**src/verilog/pll_ctrl_params.svh**
```systemverilog
`ifndef PLL_CTRL_PARAMS_SVH
`define PLL_CTRL_PARAMS_SVH

// Register offsets (byte addresses)
`define OFS_GRAPHICS 8'h38
`define OFS_DISPLAY_SERIAL 8'h40
`define OFS_INTERCHIP_USB 8'h44
`define OFS_DISPLAY_ENGINE 8'h48
`define OFS_MEMORY_B 8'h4c

// Reset values
`define RST_GRAPHICS 32'h03006207
`define RST_DISPLAY_SERIAL 32'h00000502
`define RST_INTERCHIP_USB 32'h03001300
`define RST_DISPLAY_ENGINE 32'h03006207
`define RST_MEMORY_B 32'h00001800

// Writable bit masks
`define WMASK_FRAC_PLL 32'h83107f0f
`define WMASK_DISPLAY_SERIAL 32'h8ef30f3f
`define WMASK_MEMORY_B 32'hc1003f00

// Common field positions
`define BIT_ENABLE 31
`define BIT_APPLY 30
`define BIT_LOCK 28
`define BIT_FRAC_ALT 27
`define BIT_DOUBLER 26
`define BIT_FREQ_PICK 25
`define BIT_INT_MODE 24
`define BIT_FB_DIV 17
`define BIT_FB_SEL 16
`define N7_HI 14
`define N6_HI 13
`define N4_HI 11
`define N_LO 8
`define K_HI 5
`define K_LO 4
`define M_HI 3
`define M_LO 0

// Lock settling time
`define LOCK_TIME_NS 20000
`define CLK_PERIOD_NS 10

`endif

```
**src/verilog/pll_ctrl_pkg.sv**
```systemverilog
package pll_ctrl_pkg;

    typedef struct packed {
        logic [7:0] addr;
        logic [31:0] wdata;
        logic wr;
        logic rd;
    } reg_req_t;

    // Effective settings presented to one analog PLL
    typedef struct packed {
        logic enable;
        logic integer_mode;
        logic freq_pick;
        logic [7:0] mult_n;
        logic [4:0] mult_k;
        logic [4:0] div_m;
        logic alt_path;
        logic alt_frac;
        logic doubler;
        logic fb_div_by7;
    } pll_setting_t;

    typedef enum logic [1:0] {
        LK_OFF = 2'b00,
        LK_SETTLE = 2'b01,
        LK_LOCKED = 2'b10
    } lock_state_t;

endpackage : pll_ctrl_pkg

```
**src/verilog/pll_control_registers.sv**
```systemverilog
// Local design decision: the plain strobed port.
`timescale 1ns/1ps
`include "pll_ctrl_params.svh"

module pll_lock_timer #(
    parameter int SETTLE_CYCLES = 2000
) (
    // Clock and reset
    input wire logic sys_clk_i,
    input wire logic rst_n_i,
    // Control
    input wire logic enable_i,
    input wire logic restart_i,
    // Status
    output logic locked_o
);
    import pll_ctrl_pkg::*;

    // Wide enough for the last settle count
    localparam int CW = $clog2(SETTLE_CYCLES + 1);

    lock_state_t state;
    logic [CW-1:0] count;
    logic settled;

    // A zero settle time would lock in the cycle of the enable
    if (SETTLE_CYCLES < 1) begin : gen_bad_settle
        $error("SETTLE_CYCLES must be at least one");
    end

    always_ff @(posedge sys_clk_i or negedge rst_n_i) begin
        if (!rst_n_i) begin
            state <= LK_OFF;
        end else if (!enable_i) begin
            state <= LK_OFF;
        end else if (restart_i || state == LK_OFF) begin
            state <= LK_SETTLE;
        end else begin
            case (state)
                LK_SETTLE: begin
                    if (settled) begin
                        state <= LK_LOCKED;
                    end
                end
                LK_LOCKED: state <= LK_LOCKED;
                // Stray codes fall back to unlocked
                default: state <= LK_OFF;
            endcase
        end
    end

    // Counter only runs while settling; it holds no meaning otherwise
    always_ff @(posedge sys_clk_i or negedge rst_n_i) begin
        if (!rst_n_i) begin
            count <= '0;
        end else if (!enable_i || restart_i || state != LK_SETTLE) begin
            count <= '0;
        end else if (!settled) begin
            count <= count + CW'(1);
        end
    end

    assign settled = (count >= CW'(SETTLE_CYCLES - 1));

    // lock flag
    // Modelled by a settle timer; the analog loop reports nothing here
    assign locked_o = (state == LK_LOCKED);

endmodule : pll_lock_timer

module frac_pll_decode (
    // Register image
    input wire logic [31:0] control_i,
    // Settings to the analog PLL
    output pll_ctrl_pkg::pll_setting_t setting_o
);
    import pll_ctrl_pkg::*;

    always_comb begin
        setting_o = '0;
        setting_o.enable = control_i[`BIT_ENABLE];
        setting_o.integer_mode = control_i[`BIT_INT_MODE];
        setting_o.freq_pick = control_i[`BIT_FREQ_PICK] & ~control_i[`BIT_INT_MODE];
        setting_o.mult_n = {1'b0, control_i[`N7_HI:`N_LO]} + 8'h1;
        setting_o.div_m = {1'b0, control_i[`M_HI:`M_LO]} + 5'h1;
        // K is fixed at one for these loops
        setting_o.mult_k = 5'h1;
    end

endmodule : frac_pll_decode

module pll_control_registers #(
    parameter int LOCK_CYCLES = (`LOCK_TIME_NS + `CLK_PERIOD_NS - 1) / `CLK_PERIOD_NS
) (
    // Clock and reset
    input wire logic sys_clk_i,
    input wire logic rst_n_i,
    // Register port
    input wire pll_ctrl_pkg::reg_req_t req_i,
    output logic [31:0] rdata_o,
    // Settings to the analog PLLs
    output pll_ctrl_pkg::pll_setting_t graphics_pll_o,
    output pll_ctrl_pkg::pll_setting_t display_serial_pll_o,
    output pll_ctrl_pkg::pll_setting_t interchip_usb_pll_o,
    output pll_ctrl_pkg::pll_setting_t display_engine_pll_o,
    output pll_ctrl_pkg::pll_setting_t memory_pll_b_o,
    // Lock flags
    output logic [4:0] lock_o
);
    import pll_ctrl_pkg::*;

    // Lock flag order: graphics, serial, usb, engine, memory B
    localparam int NUM_PLL = 5;

    // Software views; the analog PLLs see them through the decoders, memory PLL B only through its applied copy
    logic [31:0] graphics_pll_control;
    logic [31:0] display_serial_pll_control;
    logic [31:0] interchip_usb_pll_control;
    logic [31:0] display_engine_pll_control;
    logic [31:0] memory_pll_b_control;
    logic [31:0] memory_b_applied;
    logic [NUM_PLL-1:0] wr_hit;
    logic [NUM_PLL-1:0] enables;
    logic [NUM_PLL-1:0] restarts;
    logic [NUM_PLL-1:0] locks;
    logic [31:0] next_rdata;
    logic apply_now;

    // Lock timers are built with this count
    if (LOCK_CYCLES < 1) begin : gen_bad_lock
        $error("LOCK_CYCLES must be at least one");
    end

    // Full byte address compare; aliases of the offsets reach nothing
    assign wr_hit[0] = req_i.wr && req_i.addr == `OFS_GRAPHICS;
    assign wr_hit[1] = req_i.wr && req_i.addr == `OFS_DISPLAY_SERIAL;
    assign wr_hit[2] = req_i.wr && req_i.addr == `OFS_INTERCHIP_USB;
    assign wr_hit[3] = req_i.wr && req_i.addr == `OFS_DISPLAY_ENGINE;
    assign wr_hit[4] = req_i.wr && req_i.addr == `OFS_MEMORY_B;

    always_ff @(posedge sys_clk_i or negedge rst_n_i) begin
        if (!rst_n_i) begin
            graphics_pll_control <= `RST_GRAPHICS;
        end else if (wr_hit[0]) begin
            graphics_pll_control <= req_i.wdata & `WMASK_FRAC_PLL;
        end
    end

    // Source and regulator bits are stored for software only
    always_ff @(posedge sys_clk_i or negedge rst_n_i) begin
        if (!rst_n_i) begin
            display_serial_pll_control <= `RST_DISPLAY_SERIAL;
        end else if (wr_hit[1]) begin
            display_serial_pll_control <= req_i.wdata & `WMASK_DISPLAY_SERIAL;
        end
    end

    always_ff @(posedge sys_clk_i or negedge rst_n_i) begin
        if (!rst_n_i) begin
            interchip_usb_pll_control <= `RST_INTERCHIP_USB;
        end else if (wr_hit[2]) begin
            interchip_usb_pll_control <= req_i.wdata & `WMASK_FRAC_PLL;
        end
    end

    always_ff @(posedge sys_clk_i or negedge rst_n_i) begin
        if (!rst_n_i) begin
            display_engine_pll_control <= `RST_DISPLAY_ENGINE;
        end else if (wr_hit[3]) begin
            display_engine_pll_control <= req_i.wdata & `WMASK_FRAC_PLL;
        end
    end

    // Apply once the request bit has been seen for a cycle
    assign apply_now = memory_pll_b_control[`BIT_APPLY];

    always_ff @(posedge sys_clk_i or negedge rst_n_i) begin
        if (!rst_n_i) begin
            memory_pll_b_control <= `RST_MEMORY_B;
        end else if (wr_hit[4]) begin
            // A new request written now wins over the self-clear
            memory_pll_b_control <= req_i.wdata & `WMASK_MEMORY_B;
        end else if (apply_now) begin
            memory_pll_b_control[`BIT_APPLY] <= 1'b0;
        end
    end

    // Analog side only ever sees the applied copy
    // Writing zero to the apply bit only stores the new factors
    always_ff @(posedge sys_clk_i or negedge rst_n_i) begin
        if (!rst_n_i) begin
            memory_b_applied <= `RST_MEMORY_B;
        end else if (apply_now) begin
            memory_b_applied <= memory_pll_b_control;
        end
    end

    // Same decode for the three fractional-capable PLLs
    frac_pll_decode u_graphics_decode (
        .control_i(graphics_pll_control),
        .setting_o(graphics_pll_o)
    );

    frac_pll_decode u_interchip_usb_decode (
        .control_i(interchip_usb_pll_control),
        .setting_o(interchip_usb_pll_o)
    );

    frac_pll_decode u_display_engine_decode (
        .control_i(display_engine_pll_control),
        .setting_o(display_engine_pll_o)
    );

    // Alternate path fields read as zero while factors are in use
    // display-serial path
    always_comb begin
        display_serial_pll_o = '0;
        display_serial_pll_o.enable = display_serial_pll_control[`BIT_ENABLE];
        display_serial_pll_o.alt_path = display_serial_pll_control[`BIT_FB_SEL];
        display_serial_pll_o.integer_mode = 1'b1;
        if (!display_serial_pll_control[`BIT_FB_SEL]) begin
            display_serial_pll_o.mult_n = {4'h0, display_serial_pll_control[`N4_HI:`N_LO]}
                + 8'h1;
            display_serial_pll_o.mult_k = {3'h0, display_serial_pll_control[`K_HI:`K_LO]}
                + 5'h1;
            display_serial_pll_o.div_m = {1'b0, display_serial_pll_control[`M_HI:`M_LO]}
                + 5'h1;
        end else begin
            display_serial_pll_o.alt_frac = display_serial_pll_control[`BIT_FRAC_ALT];
            display_serial_pll_o.integer_mode = ~display_serial_pll_control[`BIT_FRAC_ALT];
            display_serial_pll_o.doubler = display_serial_pll_control[`BIT_DOUBLER];
            display_serial_pll_o.freq_pick = display_serial_pll_control[`BIT_FREQ_PICK]
                & display_serial_pll_control[`BIT_FRAC_ALT];
            display_serial_pll_o.fb_div_by7 = display_serial_pll_control[`BIT_FB_DIV];
        end
    end

    always_comb begin
        memory_pll_b_o = '0;
        memory_pll_b_o.enable = memory_b_applied[`BIT_ENABLE];
        memory_pll_b_o.integer_mode = 1'b1;
        // Factor passes raw, with no plus one
        memory_pll_b_o.mult_n = {2'h0, memory_b_applied[`N6_HI:`N_LO]};
        memory_pll_b_o.mult_k = 5'h1;
        memory_pll_b_o.div_m = 5'h1;
    end

    assign enables = {memory_b_applied[`BIT_ENABLE],
                      display_engine_pll_control[`BIT_ENABLE],
                      interchip_usb_pll_control[`BIT_ENABLE],
                      display_serial_pll_control[`BIT_ENABLE],
                      graphics_pll_control[`BIT_ENABLE]};
    // Memory PLL B relocks only when a config is really applied
    assign restarts = {apply_now, wr_hit[3:0]};

    // Any write to the first four registers restarts its timer, even with unchanged factors
    genvar g;
    generate
        for (g = 0; g < NUM_PLL; g++) begin : gen_lock
            pll_lock_timer #(
                .SETTLE_CYCLES(LOCK_CYCLES)
            ) u_lock (
                .sys_clk_i(sys_clk_i),
                .rst_n_i(rst_n_i),
                .enable_i(enables[g]),
                .restart_i(restarts[g]),
                .locked_o(locks[g])
            );
        end
    endgenerate

    // Level flags beside the read path for the clock tree users
    assign lock_o = locks;

    // lock in read data
    // Lock bit is never stored; it is merged on the way out
    always_comb begin
        next_rdata = 32'h0;
        if (req_i.rd) begin
            case (req_i.addr)
                `OFS_GRAPHICS: next_rdata = graphics_pll_control
                    | (32'(locks[0]) << `BIT_LOCK);
                `OFS_DISPLAY_SERIAL: next_rdata = display_serial_pll_control
                    | (32'(locks[1]) << `BIT_LOCK);
                `OFS_INTERCHIP_USB: next_rdata = interchip_usb_pll_control
                    | (32'(locks[2]) << `BIT_LOCK);
                `OFS_DISPLAY_ENGINE: next_rdata = display_engine_pll_control
                    | (32'(locks[3]) << `BIT_LOCK);
                `OFS_MEMORY_B: next_rdata = memory_pll_b_control
                    | (32'(locks[4]) << `BIT_LOCK);
                default: next_rdata = 32'h0;
            endcase
        end
    end

    // Read data stand for one cycle only, then fall back to zero
    always_ff @(posedge sys_clk_i or negedge rst_n_i) begin
        if (!rst_n_i) begin
            rdata_o <= 32'h0;
        end else begin
            rdata_o <= next_rdata;
        end
    end

endmodule : pll_control_registers

```
**config.mk**
```make
export PLATFORM = sky130hd
export DESIGN_NAME = pll_control_registers
export DESIGN_NICKNAME = d
export VERILOG_FILES = /design/src/verilog/pll_ctrl_pkg.sv /design/src/verilog/pll_control_registers.sv
export VERILOG_INCLUDE_DIRS = /design/src /design/src/verilog
export SDC_FILE = /design/constraint.sdc
export NUM_CORES = 1
export LEC_CHECK = 0
export BUFFER_PORTS_ARGS = -buffer_cell sky130_fd_sc_hd__buf_2
export CAP_MARGIN = 20
export CORE_MARGIN = 4
export CORE_UTILIZATION = 40
export CTS_CLUSTER_SIZE = 30
export DETAILED_ROUTE_END_ITERATION = 10
export PLACE_DENSITY = 0.7
export SKIP_LAST_GASP = 1
export SYNTH_ARGS = -nofsm -noshare
export SYNTH_HDL_FRONTEND = slang
export SYNTH_SLANG_ARGS = --single-unit
```
**constraint.sdc**
```tcl
create_clock -name sys_clk_i -period 4.4 [get_ports sys_clk_i]
set_clock_uncertainty 0.2 [all_clocks]
set_input_delay 0.88 -clock sys_clk_i [delete_from_list [all_inputs] [get_ports sys_clk_i]]
set_output_delay 0.88 -clock sys_clk_i [all_outputs]
set_load 0.05 [all_outputs]
```
# Word level (Yosys, flattened, before mapping)
# Index checks and enable logic that the tools add are counted.
dict set report word_totals {
  mem_count 0
  mem_bits_ro 0
  latch_bits 0
  ram_bits 0
  output_inout_bits 162
  word_cells 146
  register_bits 180
}
dict set report classes {
  order_cmp 5
  eq_ne 30
  mul 0
  bitwise_logic 13
  shift 0
  n_mux 36
  n_div 0
  reduce_logical 30
  addsub 14
}
# cell n
set op_table {}
lappend op_table {{32-bit by 29-bit bitwise OR with 32-bit output} 5}
lappend op_table {{32-bit case mux with 5 select lines} 1}
lappend op_table {{11-bit two-way mux} 10}
lappend op_table {{11-bit by 1-bit adder with 11-bit output, second input constant} 5}
lappend op_table {{11-bit greater-or-equal comparator, second input constant} 5}
lappend op_table {{8-bit by 7-bit equality test with 1-bit output, second input constant} 4}
lappend op_table {{2-bit two-way mux} 16}
lappend op_table {{32-bit two-way mux} 1}
lappend op_table {{4-bit by 1-bit adder with 5-bit output, second input constant} 5}
lappend op_table {{7-bit by 1-bit adder with 8-bit output, second input constant} 3}
lappend op_table {{4-bit by 2-bit inequality test with 1-bit output, second input constant} 5}
lappend op_table {{2-bit case mux with 2 select lines} 5}
lappend op_table {{1-bit logical OR} 15}
lappend op_table {{15-bit two-way mux} 1}
lappend op_table {{2-bit by 1-bit equality test with 1-bit output, second input constant} 5}
lappend op_table {{2-bit equality test, second input constant} 5}
lappend op_table {{2-bit logical NOT} 5}
lappend op_table {{2-bit by 1-bit inequality test with 1-bit output, second input constant} 5}
lappend op_table {{2-bit inequality test, second input constant} 5}
lappend op_table {{8-bit by 6-bit equality test with 1-bit output, second input constant} 1}
lappend op_table {{1-bit logical AND} 5}
lappend op_table {{1-bit logical NOT} 5}
lappend op_table {{1-bit AND} 4}
lappend op_table {{1-bit inverter} 4}
lappend op_table {{3 further kinds} 3}

# Longest topological paths before layout
dict set report depth {
  depth_word 5
  ltp_mapped 7
  ltp_nobuf 5
}

# Cells and area by module
# A second synthesis with hierarchy kept.
dict set report unflattened {
  cells_unflattened 908
  hier_area_um2 9456.6
}
# mod cells_per_inst n_inst area_each_um2
set by_module_without_submodules {}
lappend by_module_without_submodules {pll_control_registers 383 1 4912.2}
lappend by_module_without_submodules {{pll_lock_timer (gen_lock[0].u_lock ...)} 85 4 758.2}
lappend by_module_without_submodules {{pll_lock_timer (gen_lock[2].u_lock)} 80 1 783.3}
lappend by_module_without_submodules {frac_pll_decode 35 3 242.7}

# Least setup slack after synthesis
# Ideal clock, no wire load.
dict set report synth_timing {
  kind {register to output}
  start {register display_engine_pll_control[9]}
  end {output display_engine_pll_o[20] (netlist name)}
  setup_slack_ns 1.601
  t_required_ns 3.320
  n_path_buf 0
  arrival_time_ns 1.719
  path_stages_with_launch 5
  cell_sequence {dfstp_2 -> ha_1 -> nand3_1 -> nor2_1 -> xor2_1}
}
# item line_no
set synth_lines {}
lappend synth_lines {{start, declared} pll_control_registers.sv:119} ;# logic [31:0] display_engine_pll_control;
lappend synth_lines {{start signal, assigned} pll_control_registers.sv:168} ;# display_engine_pll_control <= `RST_DISPLAY_ENGINE;
lappend synth_lines {{start signal, assigned} pll_control_registers.sv:170} ;# display_engine_pll_control <= req_i.wdata & `WMASK_FRAC_PLL;
lappend synth_lines {{end, declared} pll_control_registers.sv:105} ;# output pll_ctrl_pkg::pll_setting_t display_engine_pll_o,

==> flow_summary_export.csv <==
group,metric,value,unit
status,status,"finished clean",
placed_design,dpl.hpwl,15900,um
route,drc,0,
critical_path,crit_slowest_cell,"dfstp_2",
logic_synthesis,synthArstFlopShare,100,%
clock_tree,clk_path_buf_depth,2,
sta,setup_viol,0,
clock_tree,ctsResizeCount,0,
clock_tree,cts_sinks,172,
route,via_per_inst,5.18,
final_layout,n_antenna_cell,0,
logic_synthesis,ys_top_cells_by_count,"dfrtp_1, nand2_1, buf_4",
critical_path,crit_type,"reg -> out",
floorplan,die_h,161,um
route,wirelength,22300,um
critical_path,reg2regPathDepth,5,
global_routing,grt_max_degree,87,
run,maxCapViolCount,0,
final_layout,final_area,10600,um^2
logic_synthesis,yosysTopAreaCell,"dfrtp_1",
clock_tree,cts.reportedPaths.clkPinSlew,0.08,ns
floorplan,die_area,25800,um^2
final_layout,fin_cells,1346,
global_routing,antenna_found_initial,2,
global_routing,grt_pass1_wl,36100,um
sta,final-max-slew-violation-count,0,
placed_design,gp_congestion,0.858,
logic_synthesis,synth_area,9300,um^2
clock_tree,cts_buffers,17,
critical_path,reg2reg_to,"gen_lock[2].u_lock.state[1]$_DFFE_PN0P_",
route,ant_nets,0,
logic_synthesis,yosysWarningCount,0,
final_layout,multi_input_area,4390,um^2
placed_design,place_inst,1314,
worst_hold_path,worstHoldPathCells,2,
floorplan,fp.dieW,161,um
logic_synthesis,yosysUniqueCellTypes,59,
route,drtIter0Drc,369,
final_layout,regArea,4340,um^2
sta,max_slew_margin,42.3,%
route,wire_per_inst,16.5,um
placed_design,placement.io_buffers,142,
global_routing,grt.total_usage,17.2,%
placed_design,place_area,10000,um^2
sta,fmax,0.336,GHz
clock_tree,cts_tree,"yes",
clock_tree,cts_root_buf,"clkbuf_16",
final_layout,area_growth,14.3,%
sta,min_period_over_period,67.7,%
critical_path,critPathLaunchType,"flop",
logic_synthesis,synth_edf_count,0,
critical_path,cp_max_fo,5,
power_and_ir_drop,ir_drop,0.264,mV
worst_hold_path,worstHoldStart,"graphics_pll_control[25]$_DFFE_PN1P_",
sta,rsz0062_at_grt,"false",
clock_tree,clk_latency,0.43,ns
sta,fin_crit,2.98,ns
logic_synthesis,synthFlopType,"dfrtp_1",
critical_path,worstPathCellList,"ha_1, nand3_1, nor2_1, xor2_1, buf_2",
power_and_ir_drop,p_leak,5.24,nW
logic_synthesis,synth.avg_cell_area,10.3,um^2
power_and_ir_drop,power_density,335,nW/um^2
logic_synthesis,syn-instance-count,902,
critical_path,slowest_delay,0.58,ns
floorplan,start_util,40.8,%
logic_synthesis,yosysTopAreaCellShare,38.7,%
clock_tree,cts_max_level,4,
placed_design,dp_slack,1.22,ns
power_and_ir_drop,finalPower,3.56,mW
clock_tree,cts_hold_buf,0,
global_routing,grt_pass1_vias,6803,
sta,setup_tns,0,ns
sta,setup_slack,1.42,ns
final_layout,n_fill_cell,2093,
critical_path,worstSetupEndpointType,"output pin",
final_layout,drive_above_1_share,27.8,%
sta,tightest_slew,0.860,ns
floorplan,core_area,22800,um^2
logic_synthesis,ys_seq_area_share,46.6,%
global_routing,globalRouteOverflowTotal,0,
worst_hold_path,hold_class,"reg -> reg",
floorplan,ios,206,
route,vias,6972,
logic_synthesis,ys_seq_elements,172,
critical_path,r2r_start,"gen_lock[2].u_lock.count[0]$_DFFE_PN0P_",
critical_path,crit_family,"flip-flops",
worst_hold_path,holdPathEnd,"graphics_pll_control[25]$_DFFE_PN1P_",
route,firstDrtPassIters,6,
logic_synthesis,yosysMostFrequentCell,"dfrtp_1",
critical_path,r2r_slack,2.15,ns
floorplan,rows,55,
final_layout,nets,1093,
critical_path,critPathBufInv,1,
clock_tree,postCtsSetupBuffers,0,
critical_path,critPathArrivalTime,1.90,ns
sta,hold_viol,0,
critical_path,required,3.32,ns
logic_synthesis,synthTopCellsByArea,"dfrtp_1, dfstp_2, mux2_2",
[report_power, final]
| part | internal [mW] | switching (mW) |
|---|---|---|
| Combinational | 0.0865 | 0.322 |
| Sequential | 1.62 | 0.0450 |
| Clock | 0.764 | 0.722 |
| Total | 2.48 | 1.09 |
[registers in the layout, indices dropped and copies added, names as in the netlist]
signal and flops:
display_serial_pll_control 20, memory_pll_b_control 9, display_engine_pll_control 15, gen_lock.u_lock.count 55, rdata_o 26, gen_lock.u_lock.state 10, interchip_usb_pll_control 15, memory_b_applied 7
graphics_pll_control 15
[cell families after synthesis]
logic type               Yosys count  synth area share [%]
AND/OR/NAND/NOR                  292                  15.9
other                              2                0.0807
XOR/XNOR                          51                  4.80
multiplexers                      71                  8.96
AO/OA/AOI/OAI                    150                  11.3
adder cells (fa/ha/maj)           29                  3.90
flip-flops                       172                  46.6
buffers and inverters            135                  8.43
[how the worst max path moves through the flow]
| stage | startpoint | endpoint | depth (start not counted) |
|---|---|---|---|
| after global placement | req_i[35] | gen_lock[3].u_lock.count[8]$_DFFE_PN0P_ | 5 |
| final | display_engine_pll_control[9]$_DFFE_PN1P_ | display_engine_pll_o[20] | 5 |
| after detailed placement | req_i[35] | gen_lock[3].u_lock.count[8]$_DFFE_PN0P_ | 5 |
| after floorplan | display_engine_pll_control[9]$_DFFE_PN1P_ | display_engine_pll_o[20] | 4 |
| after CTS | display_engine_pll_control[9]$_DFFE_PN1P_ | display_engine_pll_o[20] | 5 |
| after global routing | display_engine_pll_control[9]$_DFFE_PN1P_ | display_engine_pll_o[20] | 5 |
[worst register-to-register path, stage by stage (launching register included)]
cell	delay, ns
dfrtp_1	0.41
ha_1	0.24
and3_1	0.21
o311ai_1	0.66
a21boi_0	0.19
o211a_1	0.23
[layout make-up]
cell class / instances / share of cell area, %
Clock buffer: 17 / 4.00
Multi-Input combinational cell: 649 / 41.3
Sequential cell: 172 / 40.8
Clock inverter: 15 / 1.58
Timing Repair Buffer: 151 / 7.62
Tap cell: 313 / 3.68
Inverter: 29 / 1.02
[placed cells by master, fill, tap and decap left out, types with 9 or more instances in the layout]
master / synthesis / layout
a22oi_1: 16 / 16
a21oi_1: 37 / 37
nor3_1: 9 / 9
dfrtp_1: 144 / 144
and3_1: 34 / 34
xor2_1: 28 / 28
ha_1: 29 / 29
o211ai_1: 11 / 11
a22o_1: 22 / 22
dfstp_2: 28 / 28
and4_1: 9 / 9
nand3_1: 36 / 36
conb_1: 2 / 56
nor2_1: 63 / 63
clkbuf_16: 0 / 17
nand4_1: 14 / 14
buf_2: 6 / 141
mux2_4: 10 / 10
xnor2_1: 23 / 23
mux2_2: 58 / 58
nand2_1: 80 / 80
and2_1: 13 / 13
inv_1: 29 / 29
o21ai_0: 19 / 19
[through the flow]
stage / hold WS [ns] / utilization (%)
after floorplan: 0.239 / -
after global placement: 0.253 / 44.1
after detailed placement: 0.263 / 44.1
after CTS: 0.276 / 46.7
after global routing: 0.288 / 46.7
final: 0.275 / 46.7
[metal layers]
layer	GRT usage, %	routed length, um	share of wire [%]	up-vias
li1	-	-	-	3297
met1	22.5	9720	44	3448
met2	29.0	11000	49	195
met3	3.80	1170	5.3	28
met4	4.61	329	1.5	4
met5	0	26	0.12	-
Note: power is estimated with default switching activity, not from simulation.
